===== src/pkg/dqtf_pkg.sv =====
// Purpose: shared types and constants of the dq training pattern/fifo block
// Assumes: lanes, burst and fifo depth as used by the training commands
// Notes: mode register addresses and bit positions live here only
package dqtf_pkg;
	localparam int LANES = 16;
	localparam int DMIS = 2;
	localparam int BURST = 16;
	localparam int DEPTH = 5;
	localparam int PTR_W = 3;
	localparam int BEAT_W = 4;

	// mode register addresses reached by the register write command
	localparam logic [5:0] MA_DBI = 6'h03;
	localparam logic [5:0] MA_DM = 6'h0D;
	localparam logic [5:0] MA_INV_LO = 6'h0F;
	localparam logic [5:0] MA_INV_HI = 6'h14;
	localparam logic [5:0] MA_PAT_LO = 6'h20;
	localparam logic [5:0] MA_PAT_HI = 6'h28;

	// field positions
	localparam int BIT_WR_DBI = 7;
	localparam int BIT_RD_DBI = 6;
	localparam int BIT_DM_DIS = 5;
	localparam int BIT_MPC_EN = 6;

	// reset values
	localparam logic [7:0] RST_PAT_LO = 8'h5A;
	localparam logic [7:0] RST_PAT_HI = 8'h3C;
	localparam logic [7:0] RST_INV = 8'h55;
	localparam logic [7:0] RST_DBI = 8'h00;
	localparam logic [7:0] RST_DM = 8'h00;

	// training function codes in operand bits 5..0
	localparam logic [5:0] MPC_RD_FIFO = 6'h01;
	localparam logic [5:0] MPC_RD_CAL = 6'h03;
	localparam logic [5:0] MPC_WR_FIFO = 6'h07;

	typedef enum logic [1:0] {K_NONE, K_RD_CAL, K_RD_FIFO, K_WR_FIFO}
		dqtf_kind_t;

	// one data beat across all lanes
	typedef struct packed {
		logic [DMIS-1:0] dmi;
		logic [LANES-1:0] dq;
	} dqtf_beat_t;

	// burst waiting for its latency to expire
	typedef struct packed {
		logic valid;
		dqtf_kind_t kind;
		logic [PTR_W-1:0] idx;
	} dqtf_slot_t;

	// decoded command pins, each flag marks the command's last rising edge
	typedef struct packed {
		logic mpc;
		logic cas2;
		logic rd_array;
		logic wr_array;
		logic mrr;
		logic mrw;
		logic pd_entry;
		logic sref_pd_entry;
		logic [7:0] op;
		logic [5:0] ma;
	} dqtf_cmd_t;
endpackage


===== src/verilog/dqtf_core.sv =====
// Purpose: read dq calibration pattern source and five-entry write/read fifo
// Assumes: ck, commands and data arrive unsynchronised and are sampled here
// Notes: ck is oversampled; every ck edge is one data beat
`timescale 1ns/1ns
`default_nettype none

// Summary of operation
// - calibration data uses read latency and strobe timing of a plain read.
// - back-to-back calibration bursts run seamlessly with no gap.
// - bursts are 16 beats, toggling preamble, half-cycle postamble.
// - first pattern byte then second byte on every dq and dmi lane.
// - each pattern byte leaves bit 0 first.
// - invert masks touch dq lanes only, never dmi.
// - no bus inversion is applied during calibration.
// - dmi floats only when mask off and both inversion modes off.
// - multi-purpose command with operand bit 6 low is a no-operation.
// - operand bit 6 high decodes bits 5..0; unknown codes are ignored.
// - write fifo capture uses write latency from cas-2 second edge.
// - read fifo data uses read latency from cas-2 second edge.
// - fifo holds five bursts of sixteen beats per pin.
// - fifo reads never change contents; only fifo writes overwrite.
// - unwritten entries read back as defined levels.
// - successive fifo reads step entries first to fifth, then wrap.
// - invert mask bit one inverts that dq lane; low byte, high byte.
// - reset loads patterns 5A, 3C and both masks 55.
// - pointers clear on reset, power-down and self-refresh power-down.
// - fifo write/read advance their pointer; array read advances both.
module dqtf_core #(
	parameter int LAT_W = 5
) (
	// clock and reset
	input wire logic sys_clk,
	input wire logic rst,
	// link pins
	input wire logic ck,
	input wire dqtf_pkg::dqtf_cmd_t cmd_i,
	input wire dqtf_pkg::dqtf_beat_t bus_i,
	output var dqtf_pkg::dqtf_beat_t bus_o,
	output logic dq_oe_n,
	output logic dmi_oe_n,
	output logic dqs_o,
	output logic dqs_oe_n,
	// latency configuration
	input wire logic [LAT_W-1:0] read_latency,
	input wire logic [LAT_W-1:0] write_latency,
	// status
	output logic [dqtf_pkg::PTR_W-1:0] wr_fifo_ptr,
	output logic [dqtf_pkg::PTR_W-1:0] rd_fifo_ptr
);
	localparam int QDEPTH = 2 ** LAT_W;
	localparam int CMD_W = $bits(dqtf_pkg::dqtf_cmd_t);
	localparam int DAT_W = $bits(dqtf_pkg::dqtf_beat_t);
	localparam int SYNC_W = 1 + CMD_W + DAT_W;
	localparam logic [dqtf_pkg::BEAT_W-1:0] LAST_BEAT =
		dqtf_pkg::BEAT_W'(dqtf_pkg::BURST - 1);

	typedef enum logic [1:0] {TX_IDLE, TX_PRE, TX_DATA, TX_POST} dqtf_tx_t;

	// modulo-five pointer step, shared by both pointers
	function automatic logic [dqtf_pkg::PTR_W-1:0] ptr_inc(
		input logic [dqtf_pkg::PTR_W-1:0] p);
		ptr_inc = (p == dqtf_pkg::PTR_W'(dqtf_pkg::DEPTH - 1)) ? '0 :
			dqtf_pkg::PTR_W'(p + 1'b1);
	endfunction

	// training function decode of the multi-purpose operand
	function automatic dqtf_pkg::dqtf_kind_t mpc_kind(input logic [7:0] op);
		mpc_kind = dqtf_pkg::K_NONE;
		if (op[dqtf_pkg::BIT_MPC_EN]) begin
			case (op[5:0])
			dqtf_pkg::MPC_RD_FIFO: mpc_kind = dqtf_pkg::K_RD_FIFO;
			dqtf_pkg::MPC_RD_CAL: mpc_kind = dqtf_pkg::K_RD_CAL;
			dqtf_pkg::MPC_WR_FIFO: mpc_kind = dqtf_pkg::K_WR_FIFO;
			default: mpc_kind = dqtf_pkg::K_NONE;
			endcase
		end
	endfunction

	// two-flop synchronisers for every pin; only stage two is read
	logic [SYNC_W-1:0] sync1_reg;
	logic [SYNC_W-1:0] sync2_reg;
	logic ck_prev_reg;
	always_ff @(posedge sys_clk) begin
		if (rst) begin
			sync1_reg <= '0;
			sync2_reg <= '0;
			ck_prev_reg <= 1'b0;
		end else begin
			sync1_reg <= {ck, cmd_i, bus_i};
			sync2_reg <= sync1_reg;
			ck_prev_reg <= sync2_reg[SYNC_W-1];
		end
	end

	// edge detection and command decode
	wire logic ck_s;
	dqtf_pkg::dqtf_cmd_t cmd_s;
	dqtf_pkg::dqtf_beat_t din_s;
	assign {ck_s, cmd_s, din_s} = sync2_reg;
	wire logic ck_rise = ck_s & ~ck_prev_reg;
	wire logic ck_fall = ~ck_s & ck_prev_reg;
	wire logic ck_edge = ck_rise | ck_fall;

	dqtf_pkg::dqtf_kind_t pend_reg;
	wire logic is_mpc = ck_rise & cmd_s.mpc;
	wire logic other_cmd = ck_rise & (cmd_s.cas2 | cmd_s.rd_array |
		cmd_s.wr_array | cmd_s.mrr | cmd_s.mrw | cmd_s.pd_entry |
		cmd_s.sref_pd_entry);
	wire logic cas2_go = ck_rise & cmd_s.cas2 &
		(pend_reg != dqtf_pkg::K_NONE);
	wire logic go_wr = cas2_go & (pend_reg == dqtf_pkg::K_WR_FIFO);
	wire logic go_rdf = cas2_go & (pend_reg == dqtf_pkg::K_RD_FIFO);
	wire logic arr_rd = ck_rise & cmd_s.rd_array;
	wire logic ptr_clr = ck_rise & (cmd_s.pd_entry | cmd_s.sref_pd_entry);
	// a stray command between mpc and cas-2 drops the pending training
	wire dqtf_pkg::dqtf_kind_t pend_next = is_mpc ? mpc_kind(cmd_s.op) :
		(other_cmd ? dqtf_pkg::K_NONE : pend_reg);

	// fifo pointers
	logic [dqtf_pkg::PTR_W-1:0] wr_ptr_reg;
	logic [dqtf_pkg::PTR_W-1:0] rd_ptr_reg;
	wire logic [dqtf_pkg::PTR_W-1:0] wr_ptr_next = ptr_clr ? '0 :
		((go_wr | arr_rd) ? ptr_inc(wr_ptr_reg) : wr_ptr_reg);
	wire logic [dqtf_pkg::PTR_W-1:0] rd_ptr_next = ptr_clr ? '0 :
		((go_rdf | arr_rd) ? ptr_inc(rd_ptr_reg) : rd_ptr_reg);
	always_ff @(posedge sys_clk) begin
		if (rst) begin
			pend_reg <= dqtf_pkg::K_NONE;
			wr_ptr_reg <= '0;
			rd_ptr_reg <= '0;
		end else begin
			pend_reg <= pend_next;
			wr_ptr_reg <= wr_ptr_next;
			rd_ptr_reg <= rd_ptr_next;
		end
	end
	assign wr_fifo_ptr = wr_ptr_reg;
	assign rd_fifo_ptr = rd_ptr_reg;

	// mode registers that shape the pattern and dmi drive
	logic [7:0] pat_lo_reg;
	logic [7:0] pat_hi_reg;
	logic [7:0] inv_lo_reg;
	logic [7:0] inv_hi_reg;
	logic [7:0] dbi_reg;
	logic [7:0] dm_reg;
	wire logic mrw_go = ck_rise & cmd_s.mrw;
	always_ff @(posedge sys_clk) begin
		if (rst) begin
			pat_lo_reg <= dqtf_pkg::RST_PAT_LO;
			pat_hi_reg <= dqtf_pkg::RST_PAT_HI;
			inv_lo_reg <= dqtf_pkg::RST_INV;
			inv_hi_reg <= dqtf_pkg::RST_INV;
			dbi_reg <= dqtf_pkg::RST_DBI;
			dm_reg <= dqtf_pkg::RST_DM;
		end else if (mrw_go) begin
			case (cmd_s.ma)
			dqtf_pkg::MA_PAT_LO: pat_lo_reg <= cmd_s.op;
			dqtf_pkg::MA_PAT_HI: pat_hi_reg <= cmd_s.op;
			dqtf_pkg::MA_INV_LO: inv_lo_reg <= cmd_s.op;
			dqtf_pkg::MA_INV_HI: inv_hi_reg <= cmd_s.op;
			dqtf_pkg::MA_DBI: dbi_reg <= cmd_s.op;
			dqtf_pkg::MA_DM: dm_reg <= cmd_s.op;
			default: ;
			endcase
		end
	end

	// latency line: a slot inserted at latency-1 is taken latency rises later
	dqtf_pkg::dqtf_slot_t lat_q [QDEPTH];
	wire logic [LAT_W-1:0] lat_sel = go_wr ? write_latency : read_latency;
	wire logic [LAT_W-1:0] ins_pos = (lat_sel == '0) ? '0 :
		LAT_W'(lat_sel - 1'b1);
	wire dqtf_pkg::dqtf_slot_t new_slot = '{valid: 1'b1, kind: pend_reg,
		idx: go_wr ? wr_ptr_reg : rd_ptr_reg};
	genvar g;
	generate
		for (g = 0; g < QDEPTH; g++) begin : g_lat
			dqtf_pkg::dqtf_slot_t upper;
			if (g == QDEPTH - 1) begin : g_top
				assign upper = '0;
			end else begin : g_mid
				assign upper = lat_q[g+1];
			end
			always_ff @(posedge sys_clk) begin
				if (rst)
					lat_q[g] <= '0;
				else if (ck_rise)
					lat_q[g] <= (cas2_go && ins_pos == LAT_W'(g)) ?
						new_slot : upper;
			end
		end
	endgenerate

	wire dqtf_pkg::dqtf_slot_t head = lat_q[0];
	wire dqtf_pkg::dqtf_slot_t soon = lat_q[1];
	wire logic head_tx = ck_rise & head.valid &
		(head.kind != dqtf_pkg::K_WR_FIFO);
	wire logic head_rx = ck_rise & head.valid &
		(head.kind == dqtf_pkg::K_WR_FIFO);

	// training fifo storage, flops indexed by entry and beat
	dqtf_pkg::dqtf_beat_t fifo_mem [dqtf_pkg::DEPTH][dqtf_pkg::BURST];
	logic rx_active_reg;
	logic [dqtf_pkg::PTR_W-1:0] rx_idx_reg;
	logic [dqtf_pkg::BEAT_W-1:0] rx_cnt_reg;
	wire logic rx_step = rx_active_reg & ck_edge & (rx_cnt_reg != LAST_BEAT);
	wire logic mem_we = head_rx | rx_step;
	wire logic [dqtf_pkg::PTR_W-1:0] w_idx = head_rx ? head.idx : rx_idx_reg;
	wire logic [dqtf_pkg::BEAT_W-1:0] w_cnt = head_rx ? '0 :
		dqtf_pkg::BEAT_W'(rx_cnt_reg + 1'b1);
	// cleared storage gives defined levels for never-written entries
	always_ff @(posedge sys_clk) begin
		if (rst) begin
			for (int e = 0; e < dqtf_pkg::DEPTH; e++)
				for (int b = 0; b < dqtf_pkg::BURST; b++)
					fifo_mem[e][b] <= '0;
		end else if (mem_we) begin
			fifo_mem[w_idx][w_cnt] <= din_s;
		end
	end

	// write capture sequencing; a new head wins so bursts chain seamlessly
	always_ff @(posedge sys_clk) begin
		if (rst) begin
			rx_active_reg <= 1'b0;
			rx_idx_reg <= '0;
			rx_cnt_reg <= '0;
		end else if (head_rx) begin
			rx_active_reg <= 1'b1;
			rx_idx_reg <= head.idx;
			rx_cnt_reg <= '0;
		end else if (rx_active_reg && ck_edge) begin
			rx_active_reg <= rx_step;
			rx_cnt_reg <= w_cnt;
		end
	end

	// transmit beat selection, reads leave storage untouched
	dqtf_tx_t tx_state_reg;
	dqtf_pkg::dqtf_slot_t tx_slot_reg;
	logic [dqtf_pkg::BEAT_W-1:0] tx_cnt_reg;
	wire dqtf_pkg::dqtf_slot_t t_slot = head_tx ? head : tx_slot_reg;
	wire logic [dqtf_pkg::BEAT_W-1:0] t_cnt = head_tx ? '0 :
		dqtf_pkg::BEAT_W'(tx_cnt_reg + 1'b1);
	wire logic [7:0] t_byte = t_cnt[3] ? pat_hi_reg : pat_lo_reg;
	wire logic cal_bit = t_byte[t_cnt[2:0]];
	wire dqtf_pkg::dqtf_beat_t cal_beat = '{dmi: {dqtf_pkg::DMIS{cal_bit}},
		dq: {dqtf_pkg::LANES{cal_bit}} ^ {inv_hi_reg, inv_lo_reg}};
	// fifo read path for the slot index; idx never exceeds the last entry
	wire dqtf_pkg::dqtf_beat_t fifo_beat = fifo_mem[t_slot.idx][t_cnt];
	// data goes out as stored; no inversion coding in any training burst
	wire dqtf_pkg::dqtf_beat_t t_beat =
		(t_slot.kind == dqtf_pkg::K_RD_CAL) ? cal_beat : fifo_beat;
	wire logic dmi_drive = ~dm_reg[dqtf_pkg::BIT_DM_DIS] |
		dbi_reg[dqtf_pkg::BIT_WR_DBI] | dbi_reg[dqtf_pkg::BIT_RD_DBI];
	wire logic tx_last = (tx_state_reg == TX_DATA) && ck_edge &&
		(tx_cnt_reg == LAST_BEAT);
	wire logic pre_go = ck_rise & soon.valid &
		(soon.kind != dqtf_pkg::K_WR_FIFO) & (tx_state_reg != TX_DATA);

	// transmit state; strobe follows ck, one ck preamble, half ck postamble
	always_ff @(posedge sys_clk) begin
		if (rst) begin
			tx_state_reg <= TX_IDLE;
			tx_slot_reg <= '0;
			tx_cnt_reg <= '0;
			bus_o <= '0;
			dq_oe_n <= 1'b1;
			dmi_oe_n <= 1'b1;
			dqs_o <= 1'b0;
			dqs_oe_n <= 1'b1;
		end else if (head_tx || (tx_state_reg == TX_DATA && ck_edge &&
			!tx_last)) begin
			tx_state_reg <= TX_DATA;
			tx_slot_reg <= t_slot;
			tx_cnt_reg <= t_cnt;
			bus_o <= t_beat;
			dq_oe_n <= 1'b0;
			dmi_oe_n <= ~dmi_drive;
			dqs_o <= ck_rise;
			dqs_oe_n <= 1'b0;
		end else if (pre_go) begin
			tx_state_reg <= TX_PRE;
			dq_oe_n <= 1'b1;
			dmi_oe_n <= 1'b1;
			dqs_o <= 1'b1;
			dqs_oe_n <= 1'b0;
		end else if (ck_edge) begin
			case (tx_state_reg)
			TX_PRE: dqs_o <= ck_rise;
			TX_DATA: begin
				tx_state_reg <= TX_POST;
				dq_oe_n <= 1'b1;
				dmi_oe_n <= 1'b1;
				dqs_o <= 1'b0;
			end
			TX_POST: begin
				tx_state_reg <= TX_IDLE;
				dqs_oe_n <= 1'b1;
			end
			default: tx_state_reg <= TX_IDLE;
			endcase
		end
	end
endmodule // dqtf_core

`default_nettype wire


===== config.mk =====
export PLATFORM = sky130hd
export DESIGN_NAME = dqtf_core
export DESIGN_NICKNAME = d
export VERILOG_FILES = /design/src/pkg/dqtf_pkg.sv /design/src/verilog/dqtf_core.sv
export SDC_FILE = /design/constraint.sdc
export NUM_CORES = 2
export LEC_CHECK = 0
export BUFFER_PORTS_ARGS = -buffer_cell sky130_fd_sc_hd__buf_2
export CORE_MARGIN = 3
export CORE_UTILIZATION = 38
export CTS_BUF_LIST = sky130_fd_sc_hd__clkbuf_4
export DETAILED_ROUTE_END_ITERATION = 16
export PLACE_DENSITY_LB_ADDON = 0.25
export SLEW_MARGIN = 20
export SYNTH_ARGS = -nofsm -noshare
export SYNTH_HDL_FRONTEND = slang
export SYNTH_SLANG_ARGS = --single-unit

===== constraint.sdc =====
create_clock -name sys_clk -period 4.2 [get_ports sys_clk]
set_input_delay 0.84 -clock sys_clk [delete_from_list [all_inputs] [get_ports sys_clk]]
set_output_delay 0.84 -clock sys_clk [all_outputs]
set_load 0.05 [all_outputs]

==> metrics.md <==
| Metric | Value |
|---|---|
| Global route hottest layer | `met2` |
| Simple-Gate Fraction of Synth Area | `around 14%` |
| Area contributors post-synth | `edfxtp_1, nor2_1, nand2_1` |
| RSZ-0062 raised after global routing | `true` |
| Vias after detailed routing | `between 70k and 80k` |
| CTS tree | `built` |
| Met2 usage | `slightly above 40%` |
| Met1 Usage GRT | `36.3%` |
| Initial DRT Pass Iterations | `8` |
| Synth top area share | `between 60% and 70%` |
| F_max | `239 MHz` |
| Synth area leader | `edfxtp_1` |
| Htree depth | `6` |
| Detail Placement HPWL | `about 260000 um` |
| Synth top cells by count | `edfxtp_1, nor2_1, nand2_1` |
| Most numerous cell in the Yosys netlist | `edfxtp_1` |
| Top Ports | `81` |
| Type of the worst min-delay path | `in -> reg` |
| Top reg by flops | `fifo_mem` |
| Die area | `approximately 0.3 mm2` |
| Worst EP required | `roughly 5.4 ns` |
| CTS max path bufs | `4` |
| Post-synthesis sequential area ratio | `between 70% and 80%` |
| FF+latch count, synth | `around 2.7k` |
| Gpl congestion | `0.940` |
| Worst path arrival time | `between 5 and 6 ns` |
| Setup crit end kind | `register` |
| Area grow syn2layout | `16.9%` |
| Antenna violations before repair | `29` |
| Number of synthesized flops with an enable pin | `between 2k and 2.5k` |
| Routed WL | `410000 um` |
| Reg clk slew, reported paths | `roughly 0.070 ns` |
| Max reg flops | `about 2.3k` |
| Worst ir drop on vdd | `about 0.23 mV` |
| Yosys cell types | `around 80` |
| Sinks on Clock Net | `2663` |
| Setup Viol. Count Final | `0` |
| Async SR Flop Fraction | `0%` |
| Starting DRT DRC Count | `~11k` |
| Starting Density | `a little under two fifths` |
| Top flop regs | `fifo_mem (2304), lat_q (192)` |
| P per Cell Area | `roughly 420 mW/mm2` |
| Critical path class | `reg -> reg` |
| Tot Pwr | `54100 uW` |
| Fill cells | `roughly 26k` |
| Max Slew Vio Count | `0` |
| Setup crit start kind | `register` |
| Drt wl/cell | `~30 um` |
| Post-synthesis mux area share | `a little under 6%` |
| Gate Count Post-Synth | `approximately 8.6k` |
| Footprint of the multi-input gates | `0.0295 mm2` |
| Area of the mapped netlist | `about 0.11 mm2` |
| Post-route ant nets | `0` |
| P_leak | `0.0451 uW` |
| Die H | `between 500 and 600 um` |
| Fin. Hold Viols | `0` |
| DR DRC count | `0` |
| Ys flop type | `edfxtp_1` |
| Syn_nets | `8664` |
| YS warnings | `0` |
| Syn avg cell area | `12.8 um2` |
| Fin crit period | `around 4.2 ns` |
| Largest family of logic cells by synthesized area | `simple AND/OR/NAND/NOR gates` |
| First-pass GRT wire length | `roughly 580000 um` |
| Share of layout cells above drive strength 1 | `a little over a fifth` |
| Largest net degree at the start of global routing | `just under 100` |
| Nets | `approximately 9.6k` |
| Chip width | `545 um` |
| Total gr overflow | `0` |
| Max_slew headroom | `around a quarter` |
| CTS Root Cell | `clkbuf_4` |
| Crit Path Max Fanout | `slightly above 60` |
| Vias in the first global route | `77.6k` |
| Worst slew pin tran | `~1.1 ns` |
| Complex-gate fraction of the synthesized area | `5.80%` |
| Setup Skew | `between 0.1 and 0.15 ns` |
| Row count | `between 150 and 200` |
| Max-cap violations | `0` |
| Tcrit/Tclk final | `around 100%` |
| Post-layout util | `between 40% and 50%` |
| GR Util met3 | `7.23%` |
| TritonCTS buffer count | `about 700` |
| Port Buf Inserts | `80` |
| DR vias/cell | `5.75` |
| Register area | `0.0783 mm2` |
| Clk_lat worst skew | `around 1.4 ns` |
| Post-Synth XOR/XNOR Area | `0.222%` |
| Core box area | `about 0.29 mm2` |
| Gr usage total | `between 20 and 30%` |
| Status | `finished, final reports clean` |
| Post-Synth Adder-Cell Area | `less than 1%` |
| R2R setup slack | `0.01 ns` |
## metal layers
metal	vias up	routed length (um)
li1	33500	-
met1	40000	157000
met3	884	51300
met5	-	80
met4	12	20200
met2	5268	181000
## critical path, stage by stage (launching register included)
cell and delay [ns]:
dfxtp_1 0.31, inv_1 0.05, ha_1 0.18, nand2_1 0.22, o21ai_4 0.23, buf_12 0.42
nand2_4 0.22, buf_12 0.21, buf_12 0.20, a211oi_1 0.28, a311oi_1 0.13, o21ai_1 0.61
a32oi_1 0.11, a221o_1 0.52, a32o_1 0.26
## logic make-up (layout without fill, tap and decap cells)
| family | count (synthesis) | after routing |
|---|---|---|
| and+or+nand+nor | 3797 | 3797 |
| DFF | 2663 | 2663 |
| AOI/OAI and AO/OA | 945 | 945 |
| buffers and inverters | 682 | 2050 |
| muxes | 476 | 476 |
| xor gates and xnor gates | 28 | 28 |
| adders and majority gates | 10 | 10 |
| other | 0 | 9 |
## repair_timing
item	4_1_cts	5_1_grt
endpoints found under the setup margin	9	8
pin swaps	1	2
gates resized for setup	6	12
hold endpoints to repair	55	0
buffers inserted	4	0
hold buffers	42	0
## placed cells by master, fill, tap and decap left out, types with 30 or more instances in the layout
cell	count
a211oi_1	143
a21oi_1	252
a22oi_1	53
a31oi_1	140
a32oi_1	98
and3_1	70
buf_12	117
buf_2	79
buf_4	601
clkbuf_4	1020
clkinv_1	95
dfxtp_1	164
dlygate4sd3_1	42
edfxtp_1	2496
inv_2	31
mux2i_1	328
mux4_2	139
nand2_1	1479
nand3_1	388
nand4_1	85
nor2_1	1506
nor2_2	63
nor2b_1	89
nor3_1	30
o21ai_0	63
## where the power goes
group	total [uW]	internal, uW	switching, uW
Sequential	29600	29400	210
Clock	22400	11700	10700
Combinational	2100	672	1430
## cell type report
| cell class | count | share of cell area, % |
|---|---|---|
| antenna | 9 | 0.0174 |
| clock buffer | 1020 | 5.93 |
| clock inverter | 147 | 0.716 |
| inverter | 40 | 0.118 |
| multi-input combinational | 5256 | 22.8 |
| sequential | 2663 | 60.6 |
| tap | 3880 | 3.76 |
| timing repair buffer | 843 | 5.98 |
## stage by stage
stage	hold slack [ns]	setup slack, ns	cells	TNS [ns]	area, um2
CTS	0.0424	0.0364	13800	0	129000
floorplan	0.414	0.235	8601	0	110000
global route	0.172	-0.00369	13900	-0.00457	129000
finish	0.227	0.0105	13900	0	129000
global placement	0.419	-0.409	12600	-1.95	120000
detailed placement	0.421	-0.382	12600	-1.44	120000
## final timing paths
path	startpoint	endpoint	cells after the start
setup / recovery	ck_prev_reg	bus_o[9]	14
hold / removal	cmd_i[9]	sync1_reg[27]	3
setup reg to reg	ck_prev_reg	bus_o[9]	14
hold reg to reg	sync1_reg[8]	sync2_reg[8]	1
Power figures use the tool's default switching activity.
